`src/core/mst_pkg.sv`:
```
// Constants, register map and link carriers of the master-slave torque follow block
`default_nettype none
package mst_pkg;
  localparam int unsigned ADDR_W           = 8;
  localparam int unsigned DATA_W           = 32;
  localparam int unsigned TRQ_W            = 16;
  // Register byte offsets
  localparam logic [7:0]  OFS_CTRL         = 8'h00;
  localparam logic [7:0]  OFS_TX_SEL1      = 8'h04;
  localparam logic [7:0]  OFS_TX_SEL2      = 8'h08;
  localparam logic [7:0]  OFS_MASTER_NUM   = 8'h0C;
  localparam logic [7:0]  OFS_TRQ_COEF     = 8'h10;
  localparam logic [7:0]  OFS_SPD_COEF     = 8'h14;
  localparam logic [7:0]  OFS_SPD_ADJ      = 8'h18;
  localparam logic [7:0]  OFS_STATUS       = 8'h1C;
  localparam logic [7:0]  OFS_IRQ_STATUS   = 8'h20;
  localparam logic [7:0]  OFS_IRQ_CLEAR    = 8'h24;
  localparam logic [7:0]  OFS_IRQ_ENABLE   = 8'h28;
  localparam logic [7:0]  OFS_TORQUE_OUT   = 8'h2C;
  localparam logic [7:0]  OFS_SPEED_OUT    = 8'h30;
  // Control register fields
  localparam int unsigned CTL_MASTER_BIT   = 0;
  localparam int unsigned CTL_SLAVE_BIT    = 1;
  localparam int unsigned CTL_DECEL_LSB    = 2;
  localparam int unsigned CTL_DIR_BIT      = 4;
  localparam int unsigned CTL_FULLY_BIT    = 5;
  localparam int unsigned CTL_STD_BIT      = 6;
  localparam int unsigned CTL_CONT_BIT     = 7;
  localparam int unsigned CTL_OWN_LSB      = 8;
  localparam logic [31:0] CTRL_RST         = 32'h0000_0048;
  localparam logic [31:0] ZERO_RST         = 32'h0000_0000;
  // Transmit selector codes and setting limits
  localparam logic [31:0] TXSEL_TORQUE     = 32'h0000_0038;
  localparam logic [31:0] TXSEL_SPEED      = 32'h0000_003A;
  localparam logic [5:0]  MASTER_NUM_MAX   = 6'h20;
  localparam logic [8:0]  COEF_MAX         = 9'h1F4;
  localparam logic [25:0] COEF_SCALE       = 26'h0000064;
  // Interrupt event bits
  localparam int unsigned EV_PARAM_ERR     = 0;
  localparam int unsigned EV_OVERSPEED     = 1;
  localparam int unsigned EV_MASTER_OFF    = 2;
  localparam int unsigned EV_N             = 3;
  // Bus responses
  localparam logic [1:0]  RESP_OKAY        = 2'h0;
  localparam logic [1:0]  RESP_SLVERR      = 2'h2;

  typedef struct packed {
    logic                    valid;
    logic [5:0]              master_num;
    logic                    servo_on;
    logic signed [TRQ_W-1:0] torque;
    logic [TRQ_W-1:0]        speed_limit;
  } mst_link_t;
endpackage
`default_nettype wire

```
`src/core/mst_follow.sv`:
```
// Master-slave torque follow logic with AXI4-Lite register slave
//
// Contract
// - Master-slave use needs forced-stop deceleration off; otherwise raise parameter error.
// - Master sends its torque over the ring; slave uses received torque as command.
// - Slave servo-on while its master is servo-off produces zero torque.
// - Role set on an unsupported control mode raises parameter error.
// - Standard mode: semi-closed allows both roles, fully closed allows master only.
// - Master: master bit 1, slave bit 0; slave opposite; both reset to 0.
// - Master selectors 00000038 torque, 0000003A speed limit; both reset 00000000.
// - Slave follows master number 0 to 32; master keeps it at 0.
// - Slave scales received torque by coefficient 0 to 500, reset 0.
// - Slave speed limit scaled by coefficient 0 to 500, floored by adjust 0 to 32767.
// - Master travel direction 0 CCW, 1 CW for increasing address.
// - Slave travel direction 0 keeps master torque polarity, 1 inverts it.
// - Master-slave is refused together with continuous switching to torque control.
// - Unlinked slave reaching its speed limit raises overspeed alarm.
//
// The implementer's own choices: the register addresses and register access over AXI4-Lite.
`default_nettype none
module mst_follow
  import mst_pkg::*;
(
  input  wire logic                    clk_i,
  input  wire logic                    reset_n_i,
  // AXI4-Lite slave
  input  wire logic [ADDR_W-1:0]       s_awaddr_i,
  input  wire logic                    s_awvalid_i,
  output logic                         s_awready_o,
  input  wire logic [DATA_W-1:0]       s_wdata_i,
  input  wire logic [3:0]              s_wstrb_i,
  input  wire logic                    s_wvalid_i,
  output logic                         s_wready_o,
  output logic [1:0]                   s_bresp_o,
  output logic                         s_bvalid_o,
  input  wire logic                    s_bready_i,
  input  wire logic [ADDR_W-1:0]       s_araddr_i,
  input  wire logic                    s_arvalid_i,
  output logic                         s_arready_o,
  output logic [DATA_W-1:0]            s_rdata_o,
  output logic [1:0]                   s_rresp_o,
  output logic                         s_rvalid_o,
  input  wire logic                    s_rready_i,
  // Local control loop side
  input  wire logic                    servo_on_i,
  input  wire logic signed [TRQ_W-1:0] local_torque_i,
  input  wire logic [TRQ_W-1:0]        local_speed_limit_i,
  input  wire logic signed [TRQ_W-1:0] motor_speed_i,
  // Drive-to-drive ring
  input  wire mst_link_t               rx_link_i,
  output mst_link_t                    tx_link_o,
  // Results
  output logic signed [TRQ_W-1:0]      torque_cmd_o,
  output logic [TRQ_W-1:0]             speed_limit_o,
  output logic                         motor_dir_cw_o,
  output logic                         parameter_error_alarm_o,
  output logic                         overspeed_alarm_o,
  output logic                         irq_o
);

  ////////////////////////////////////////////////////////////////////////////
  // Register storage
  logic [31:0]          ctrl_r;
  logic [31:0]          tx_sel1_r;
  logic [31:0]          tx_sel2_r;
  logic [5:0]           master_num_r;
  logic [8:0]           trq_coef_r;
  logic [8:0]           spd_coef_r;
  logic [14:0]          spd_adj_r;
  logic [EV_N-1:0]      irq_stat_r;
  logic [EV_N-1:0]      irq_en_r;

  wire logic            master_role_select      = ctrl_r[CTL_MASTER_BIT];
  wire logic            slave_role_select       = ctrl_r[CTL_SLAVE_BIT];
  wire logic [1:0]      stop_decel_select       = ctrl_r[CTL_DECEL_LSB +: 2];
  wire logic            travel_direction_select = ctrl_r[CTL_DIR_BIT];
  wire logic            fully_closed            = ctrl_r[CTL_FULLY_BIT];
  wire logic            standard_mode           = ctrl_r[CTL_STD_BIT];
  wire logic            cont_torque_switch      = ctrl_r[CTL_CONT_BIT];
  wire logic [5:0]      own_master_num          = ctrl_r[CTL_OWN_LSB +: 6];

  ////////////////////////////////////////////////////////////////////////////
  // AXI4-Lite write channel: address and data taken in either order
  logic                 aw_held_r;
  logic                 w_held_r;
  logic [ADDR_W-1:0]    aw_addr_r;
  logic [DATA_W-1:0]    w_data_r;
  logic [3:0]           w_strb_r;
  logic                 bvalid_r;
  logic [1:0]           bresp_r;

  assign s_awready_o = !aw_held_r && !bvalid_r;
  assign s_wready_o  = !w_held_r && !bvalid_r;
  assign s_bvalid_o  = bvalid_r;
  assign s_bresp_o   = bresp_r;

  wire logic            aw_take  = s_awvalid_i && s_awready_o;
  wire logic            w_take   = s_wvalid_i && s_wready_o;
  wire logic            have_aw  = aw_held_r || aw_take;
  wire logic            have_w   = w_held_r || w_take;
  wire logic            wr_fire  = have_aw && have_w && !bvalid_r;
  wire logic [ADDR_W-1:0] wr_addr = aw_held_r ? aw_addr_r : s_awaddr_i;
  wire logic [DATA_W-1:0] wr_data = w_held_r ? w_data_r : s_wdata_i;
  wire logic [3:0]      wr_strb  = w_held_r ? w_strb_r : s_wstrb_i;

  function automatic logic [31:0] merge(input logic [31:0] old, input logic [31:0] nw, input logic [3:0] be);
    logic [31:0] res;
    res = old;
    for (int i = 0; i < 4; i++)
    begin
      if (be[i])
      begin
        res[i*8 +: 8] = nw[i*8 +: 8];
      end
    end
    return res;
  endfunction

  wire logic            wr_ctrl  = wr_fire && (wr_addr == OFS_CTRL);
  wire logic            wr_sel1  = wr_fire && (wr_addr == OFS_TX_SEL1);
  wire logic            wr_sel2  = wr_fire && (wr_addr == OFS_TX_SEL2);
  wire logic            wr_mnum  = wr_fire && (wr_addr == OFS_MASTER_NUM);
  wire logic            wr_tcoef = wr_fire && (wr_addr == OFS_TRQ_COEF);
  wire logic            wr_scoef = wr_fire && (wr_addr == OFS_SPD_COEF);
  wire logic            wr_sadj  = wr_fire && (wr_addr == OFS_SPD_ADJ);
  wire logic            wr_iclr  = wr_fire && (wr_addr == OFS_IRQ_CLEAR);
  wire logic            wr_ien   = wr_fire && (wr_addr == OFS_IRQ_ENABLE);
  wire logic            wr_ok    = wr_ctrl || wr_sel1 || wr_sel2 || wr_mnum || wr_tcoef || wr_scoef
                                   || wr_sadj || wr_iclr || wr_ien;
  wire logic [31:0]     wr_merged_mnum  = merge({26'h0, master_num_r}, wr_data, wr_strb);
  wire logic [31:0]     wr_merged_tcoef = merge({23'h0, trq_coef_r}, wr_data, wr_strb);
  wire logic [31:0]     wr_merged_scoef = merge({23'h0, spd_coef_r}, wr_data, wr_strb);
  wire logic [31:0]     wr_merged_sadj  = merge({17'h0, spd_adj_r}, wr_data, wr_strb);
  wire logic [31:0]     wr_merged_ien   = merge({29'h0, irq_en_r}, wr_data, wr_strb);

  always_ff @(posedge clk_i or negedge reset_n_i)
  begin
    if (!reset_n_i)
    begin
      aw_held_r <= 1'b0;
      w_held_r  <= 1'b0;
      aw_addr_r <= 8'h00;
      w_data_r  <= 32'h0000_0000;
      w_strb_r  <= 4'h0;
      bvalid_r  <= 1'b0;
      bresp_r   <= RESP_OKAY;
    end
    else
    begin
      if (aw_take && !wr_fire)
      begin
        aw_held_r <= 1'b1;
        aw_addr_r <= s_awaddr_i;
      end
      if (w_take && !wr_fire)
      begin
        w_held_r <= 1'b1;
        w_data_r <= s_wdata_i;
        w_strb_r <= s_wstrb_i;
      end
      if (wr_fire)
      begin
        aw_held_r <= 1'b0;
        w_held_r  <= 1'b0;
        bvalid_r  <= 1'b1;
        bresp_r   <= wr_ok ? RESP_OKAY : RESP_SLVERR;
      end
      else if (bvalid_r && s_bready_i)
      begin
        bvalid_r <= 1'b0;
      end
    end
  end

  // Role bits and selectors reset to zero; stop deceleration select resets to 2
  always_ff @(posedge clk_i or negedge reset_n_i)
  begin
    if (!reset_n_i)
    begin
      ctrl_r       <= CTRL_RST;
      tx_sel1_r    <= ZERO_RST;
      tx_sel2_r    <= ZERO_RST;
      master_num_r <= 6'h00;
      trq_coef_r   <= 9'h000;
      spd_coef_r   <= 9'h000;
      spd_adj_r    <= 15'h0000;
      irq_en_r     <= 3'h0;
    end
    else
    begin
      if (wr_ctrl)
      begin
        ctrl_r <= merge(ctrl_r, wr_data, wr_strb) & 32'h0000_3FFF;
      end
      if (wr_sel1)
      begin
        tx_sel1_r <= merge(tx_sel1_r, wr_data, wr_strb);
      end
      if (wr_sel2)
      begin
        tx_sel2_r <= merge(tx_sel2_r, wr_data, wr_strb);
      end
      if (wr_mnum)
      begin
        master_num_r <= wr_merged_mnum[5:0];
      end
      if (wr_tcoef)
      begin
        trq_coef_r <= wr_merged_tcoef[8:0];
      end
      if (wr_scoef)
      begin
        spd_coef_r <= wr_merged_scoef[8:0];
      end
      if (wr_sadj)
      begin
        spd_adj_r <= wr_merged_sadj[14:0];
      end
      if (wr_ien)
      begin
        irq_en_r <= wr_merged_ien[EV_N-1:0];
      end
    end
  end

  ////////////////////////////////////////////////////////////////////////////
  // Configuration check
  wire logic            role_set     = master_role_select || slave_role_select;
  wire logic            is_master    = master_role_select && !slave_role_select;
  wire logic            is_slave     = slave_role_select && !master_role_select;
  wire logic            err_decel    = role_set && (stop_decel_select != 2'h0);
  wire logic            err_mode     = role_set && !standard_mode;
  wire logic            err_fully    = is_slave && fully_closed;
  wire logic            err_roles    = master_role_select && slave_role_select;
  wire logic            err_cont     = role_set && cont_torque_switch;
  // Out-of-range settings are treated as parameter errors rather than clamped
  wire logic            err_range    = is_slave && ((master_num_r > MASTER_NUM_MAX)
                                        || (trq_coef_r > COEF_MAX) || (spd_coef_r > COEF_MAX));
  wire logic            err_mnum     = is_master && (master_num_r != 6'h00);
  wire logic            param_err    = err_decel || err_mode || err_fully || err_roles || err_cont
                                       || err_range || err_mnum;
  // Follow only when nothing blocks master-slave operation
  wire logic            run_master   = is_master && !param_err;
  wire logic            run_slave    = is_slave && !param_err;

  ////////////////////////////////////////////////////////////////////////////
  // Slave datapath
  wire logic            rx_match     = rx_link_i.valid && (rx_link_i.master_num == master_num_r);
  logic signed [TRQ_W-1:0] rx_torque_r;
  logic [TRQ_W-1:0]     rx_speed_r;
  logic                 rx_servo_on_r;

  wire logic signed [25:0] trq_prod  = rx_torque_r * $signed({1'b0, trq_coef_r});
  wire logic signed [25:0] trq_scl   = trq_prod / $signed(COEF_SCALE);
  wire logic signed [TRQ_W-1:0] trq_sat = (trq_scl > 26'sd32767) ? 16'sh7FFF :
                                           (trq_scl < -26'sd32768) ? 16'sh8000 : trq_scl[TRQ_W-1:0];
  wire logic signed [TRQ_W-1:0] trq_pol = travel_direction_select ?
                                           ((trq_sat == 16'sh8000) ? 16'sh7FFF : -trq_sat) : trq_sat;
  wire logic [25:0]     spd_prod     = {10'h000, rx_speed_r} * {17'h0_0000, spd_coef_r};
  wire logic [25:0]     spd_scl      = spd_prod / COEF_SCALE;
  wire logic [TRQ_W-1:0] spd_sat     = (spd_scl > 26'h000FFFF) ? 16'hFFFF : spd_scl[TRQ_W-1:0];
  wire logic [TRQ_W-1:0] spd_floor   = (spd_sat < {1'b0, spd_adj_r}) ? {1'b0, spd_adj_r} : spd_sat;

  // Slave torque allowed only while both this axis and its master are servo-on; master torque needs only its own servo-on
  wire logic            slave_drive  = run_slave && servo_on_i && rx_servo_on_r && !overspeed_alarm_o;
  wire logic            master_drive = run_master && servo_on_i;

  wire logic [TRQ_W-1:0] speed_abs   = motor_speed_i[TRQ_W-1] ? (~motor_speed_i + 16'h0001) : motor_speed_i;
  wire logic            overspeed    = run_slave && servo_on_i && (speed_abs >= speed_limit_o);

  always_ff @(posedge clk_i or negedge reset_n_i)
  begin
    if (!reset_n_i)
    begin
      rx_torque_r   <= 16'sh0000;
      rx_speed_r    <= 16'h0000;
      rx_servo_on_r <= 1'b0;
    end
    else if (rx_match)
    begin
      rx_torque_r   <= rx_link_i.torque;
      rx_speed_r    <= rx_link_i.speed_limit;
      rx_servo_on_r <= rx_link_i.servo_on;
    end
  end

  // Selected outputs: master passes its own loop, slave uses the received command
  wire logic signed [TRQ_W-1:0] torque_nxt = master_drive ? local_torque_i :
                                             slave_drive ? trq_pol : 16'sh0000;
  wire logic [TRQ_W-1:0] speed_nxt = is_slave ? spd_floor : local_speed_limit_i;

  always_ff @(posedge clk_i or negedge reset_n_i)
  begin
    if (!reset_n_i)
    begin
      torque_cmd_o            <= 16'sh0000;
      speed_limit_o           <= 16'h0000;
      motor_dir_cw_o          <= 1'b0;
      parameter_error_alarm_o <= 1'b0;
      overspeed_alarm_o       <= 1'b0;
    end
    else
    begin
      torque_cmd_o            <= torque_nxt;
      speed_limit_o           <= speed_nxt;
      motor_dir_cw_o          <= is_master && travel_direction_select;
      parameter_error_alarm_o <= param_err;
      // Overspeed holds until servo-off so the axis cannot restart on its own
      if (overspeed)
      begin
        overspeed_alarm_o <= 1'b1;
      end
      else if (!servo_on_i)
      begin
        overspeed_alarm_o <= 1'b0;
      end
    end
  end

  ////////////////////////////////////////////////////////////////////////////
  // Master transmit: each word follows its selector
  wire logic [TRQ_W-1:0] tx_w1 = (tx_sel1_r == TXSEL_TORQUE) ? local_torque_i :
                                 (tx_sel1_r == TXSEL_SPEED) ? local_speed_limit_i : 16'h0000;
  wire logic [TRQ_W-1:0] tx_w2 = (tx_sel2_r == TXSEL_SPEED) ? local_speed_limit_i :
                                 (tx_sel2_r == TXSEL_TORQUE) ? local_torque_i : 16'h0000;

  always_ff @(posedge clk_i or negedge reset_n_i)
  begin
    if (!reset_n_i)
    begin
      tx_link_o <= '0;
    end
    else
    begin
      tx_link_o.valid       <= run_master;
      tx_link_o.master_num  <= own_master_num;
      tx_link_o.servo_on    <= master_drive;
      tx_link_o.torque      <= run_master ? tx_w1 : 16'h0000;
      tx_link_o.speed_limit <= run_master ? tx_w2 : 16'h0000;
    end
  end

  ////////////////////////////////////////////////////////////////////////////
  // Interrupts: set wins over clear
  logic                 param_err_d_r;
  logic                 rx_on_d_r;
  wire logic [EV_N-1:0] ev_set = {run_slave && rx_on_d_r && !rx_servo_on_r,
                                  overspeed && !overspeed_alarm_o,
                                  param_err && !param_err_d_r};
  wire logic [EV_N-1:0] ev_clr = wr_iclr ? wr_data[EV_N-1:0] : 3'h0;

  always_ff @(posedge clk_i or negedge reset_n_i)
  begin
    if (!reset_n_i)
    begin
      irq_stat_r    <= 3'h0;
      param_err_d_r <= 1'b0;
      rx_on_d_r     <= 1'b0;
    end
    else
    begin
      irq_stat_r    <= (irq_stat_r & ~ev_clr) | ev_set;
      param_err_d_r <= param_err;
      rx_on_d_r     <= rx_servo_on_r;
    end
  end

  assign irq_o = |(irq_stat_r & irq_en_r);

  ////////////////////////////////////////////////////////////////////////////
  // AXI4-Lite read channel, one cycle after the address is taken
  logic                 rvalid_r;
  logic [DATA_W-1:0]    rdata_r;
  logic [1:0]           rresp_r;

  assign s_arready_o = !rvalid_r;
  assign s_rvalid_o  = rvalid_r;
  assign s_rdata_o   = rdata_r;
  assign s_rresp_o   = rresp_r;

  wire logic [31:0]     status_word = {26'h0, rx_servo_on_r, slave_drive || master_drive,
                                       run_slave, run_master, overspeed_alarm_o, parameter_error_alarm_o};
  logic [31:0]          rd_word;
  logic                 rd_hit;

  always_comb
  begin
    rd_hit  = 1'b1;
    rd_word = 32'h0000_0000;
    unique case (s_araddr_i)
      OFS_CTRL:       rd_word = ctrl_r;
      OFS_TX_SEL1:    rd_word = tx_sel1_r;
      OFS_TX_SEL2:    rd_word = tx_sel2_r;
      OFS_MASTER_NUM: rd_word = {26'h0, master_num_r};
      OFS_TRQ_COEF:   rd_word = {23'h0, trq_coef_r};
      OFS_SPD_COEF:   rd_word = {23'h0, spd_coef_r};
      OFS_SPD_ADJ:    rd_word = {17'h0, spd_adj_r};
      OFS_STATUS:     rd_word = status_word;
      OFS_IRQ_STATUS: rd_word = {29'h0, irq_stat_r};
      OFS_IRQ_CLEAR:  rd_word = 32'h0000_0000;
      OFS_IRQ_ENABLE: rd_word = {29'h0, irq_en_r};
      OFS_TORQUE_OUT: rd_word = {{16{torque_cmd_o[TRQ_W-1]}}, torque_cmd_o};
      OFS_SPEED_OUT:  rd_word = {16'h0, speed_limit_o};
      default:        rd_hit  = 1'b0;
    endcase
  end

  always_ff @(posedge clk_i or negedge reset_n_i)
  begin
    if (!reset_n_i)
    begin
      rvalid_r <= 1'b0;
      rdata_r  <= 32'h0000_0000;
      rresp_r  <= RESP_OKAY;
    end
    else if (s_arvalid_i && s_arready_o)
    begin
      rvalid_r <= 1'b1;
      rdata_r  <= rd_word;
      rresp_r  <= rd_hit ? RESP_OKAY : RESP_SLVERR;
    end
    else if (rvalid_r && s_rready_i)
    begin
      rvalid_r <= 1'b0;
    end
  end

endmodule
`default_nettype wire

```
`config.mk`:
```
export PLATFORM = sky130hd
export DESIGN_NAME = mst_follow
export DESIGN_NICKNAME = d
export VERILOG_FILES = /design/src/core/mst_pkg.sv /design/src/core/mst_follow.sv
export SDC_FILE = /design/constraint.sdc
export NUM_CORES = 2
export LEC_CHECK = 0
export BUFFER_PORTS_ARGS = -buffer_cell sky130_fd_sc_hd__buf_2
export CAP_MARGIN = 20
export CORE_ASPECT_RATIO = 0.6
export CORE_MARGIN = 3
export CORE_UTILIZATION = 60
export CTS_BUF_LIST = sky130_fd_sc_hd__clkbuf_4 sky130_fd_sc_hd__clkbuf_8
export CTS_CLUSTER_SIZE = 16
export DETAILED_ROUTE_END_ITERATION = 8
export MAX_ROUTING_LAYER = met4
export PLACE_DENSITY = 0.89
export SYNTH_ARGS = -nofsm -noshare
export SYNTH_HDL_FRONTEND = slang
export SYNTH_SLANG_ARGS = --single-unit
```
`constraint.sdc`:
```
create_clock -name clk_i -period 35.7 [get_ports clk_i]
set_input_delay 7.14 -clock clk_i [delete_from_list [all_inputs] [get_ports clk_i]]
set_output_delay 7.14 -clock clk_i [all_outputs]
set_load 0.1 [all_outputs]
```
==> out/metrics.yaml <==
viasPerCell: 6.70
clock_sink_count: 314
drtAntennaViolNets: 0
finClkSkew_ns: 0.0602
period_minus_slack_ns: 25.42
final_cells: 5006
wire_per_inst_um: 23.0
antenna_found_initial: 5
vias: 33600
drive_gt1_share_pct: 14.1
nNetsFinal: 4710
numCtsBuffers: 49
cts-hold-fix-buffers: 0
postSynthAreaPerCell_um2: 8.48
crit_type: "reg -> reg"
path_max_fanout: 19
dieWidth_um: 315
fin_setup_tns_ns: 0
start_kind: "register"
cts_resized: 0
overflow: 0
grt_max_degree: 126
netlist_instances: 4048
max_clock_freq_mhz: 39.3
worstPathArrival_ns: 25.98
grt_usage_pct: 38.3
netlist_top_cells_area: "dfrtp_1 23%, fa_1 13%, ha_1 5.0%, nand2_1 4.4%, a21oi_1 4.0%"
async_flop_share_pct: 100
synth_top_flop_cell: "dfrtp_1"
netlist_area_mm2: 0.0343
place_inst: 4905
die_h_um: 191
start_util_pct: 61.1
max_stage_delay_ns: 0.86
outcome: "finished clean"
tritoncts: "done"
ios: 265
final_common_cell: "nand2_1"
clk_latency_ns: 0.68
holdCritPathClass: "reg -> reg"
drc: 0
synth_top_area_share_pct: 22.8
critPathSlowestCell: "dfrtp_1"
die_area_mm2: 0.0602
multiInputGateArea_mm2: 0.0246
maxCapViolations: 0
drv_slew: 0
grt_pass1_vias: 30700
nFillCells: 4543
ys_types: 128
slew_headroom_pct: 18.6
htree_num_levels: 2
cp_common_cell: "nand2_1"
syn_to_final_growth_pct: 8.70
place_area_mm2: 0.0361
dpl.hpwl_um: 89500
layout_worst_path_cycle_share_pct: 71.2
ff_latch_area_mm2: 0.00786
drt_iter0_markers: 4850
cp.required_ns: 36.26
cts_root_buf: "clkbuf_8"
synth_top_area_cell: "dfrtp_1"
clkTransAtPathRegs_ns: 0.07
yosys_register_bits: 314
rsz0062_at_grt: "no"
hold_violations: 0
gp_congestion: 1.06
design_area_mm2: 0.0373
grt_pass1_wl_um: 177000
core_area_mm2: 0.0562
layout_common_cells: "400 x nand2_1, 358 x nor2_1, 311 x dfrtp_1"
row_count: 67
postCtsSetupRepairBufs: 0
setup_viol: 0
synth-seq-area-share_pct: 22.9
crit_path_end_kind: "register"
synth_edf_count: 0
routed_wl_um: 115000
tightestPinTransition_ns: 1.19
firstDrtPassIters: 9
rrSetupSlack_ns: 10.28
ys_warn_count: 0
io_buffers: 262
cts_buffer_depth: 3
## sequential cells by signal, indices dropped and copies added, names as in the netlist, 4 cells and up
signal,cells
trq_coef_r,9
tx_sel2_r,32
tx_link_o,40
w_data_r,32
master_num_r,6
rx_torque_r,16
tx_sel1_r,32
spd_coef_r,9
rx_speed_r,16
spd_adj_r,15
aw_addr_r,8
w_strb_r,4
speed_limit_o,16
torque_cmd_o,16
ctrl_r,14
s_rdata_o,32
## cell usage after synthesis, drive strengths merged, types with 36 or more instances
library cell  number
o21ai            245
a211oi            39
nor2             362
ha               136
mux2i            122
nor3              79
mux2              91
fa               221
dfrtp            312
a31oi             57
a21oi            279
a221oi            52
clkbuf           170
and2             172
inv              286
a21o              52
o211ai            39
nand2            401
xnor2            127
nor4              36
nand3             68
xor2              54
## per-stage QoR
stage / hold WS, ns / setup WS [ns] / utilization [%]
2_1_floorplan: 0.375 / 15.07 / -
3_3_place_gp: 0.393 / 11.51 / 64.2
3_5_place_dp: 0.394 / 11.17 / 64.3
4_1_cts: 0.408 / 11.03 / 66.3
5_1_grt: 0.424 / 8.59 / 66.4
6_report: 0.411 / 10.28 / 66.4
## final cells by class
class | instances | area share [%]
Clock inverter | 13 | 0.439
Timing Repair Buffer | 309 | 4.51
Multi-Input combinational cell | 3245 | 65.9
Antenna cell | 8 | 0.0537
Clock buffer | 72 | 2.56
Tap cell | 759 | 2.55
Inverter | 286 | 2.88
Sequential cell | 314 | 21.1
## critical path, delay by kind of cell (launching register included)
family                     cells  cell delay (ns)
AOI/OAI and AO/OA             34            10.49
and+or+nand+nor               23             5.69
adders and majority gates      8             3.56
xor gates and xnor gates       6             2.71
muxes                          3             1.62
DFF                            1             0.86
buffers and inverters          6             0.35
## kinds of logic after synthesis
family / after synthesis / share of synthesized area (%)
buf+inv: 490 / 5.51
other cells: 1 / 0.0109
xor+xnor: 182 / 4.79
mux: 213 / 6.56
flops: 314 / 22.9
simple gates: 1339 / 19.0
fa+ha+maj: 371 / 18.3
compound gates: 1138 / 23.0
## path summary, 6_finish.rpt
path	from	to	cells past startpoint
setup / recovery	trq_coef_r[2]	torque_cmd_o[8]	80
setup reg to reg	trq_coef_r[2]	torque_cmd_o[8]	80
max in group asynchronous	reset_n_i	w_held_r	2
hold reg to reg	ctrl_r[9]	tx_link_o[34]	0
min in group asynchronous	reset_n_i	w_data_r[21]	1
hold / removal	ctrl_r[9]	tx_link_o[34]	0
## layer usage
layer	GRT usage [%]	vias to the layer above	wire, µm
met5	-	-	0
met3	13.0	302	17000
li1	-	14800	-
met1	55.3	16100	48500
met4	10.7	0	4080
met2	50.3	2389	45400
Power is left out: the tool's default activity adds up to more than one toggle a clock period on the data nets, which glitch-free logic cannot reach.
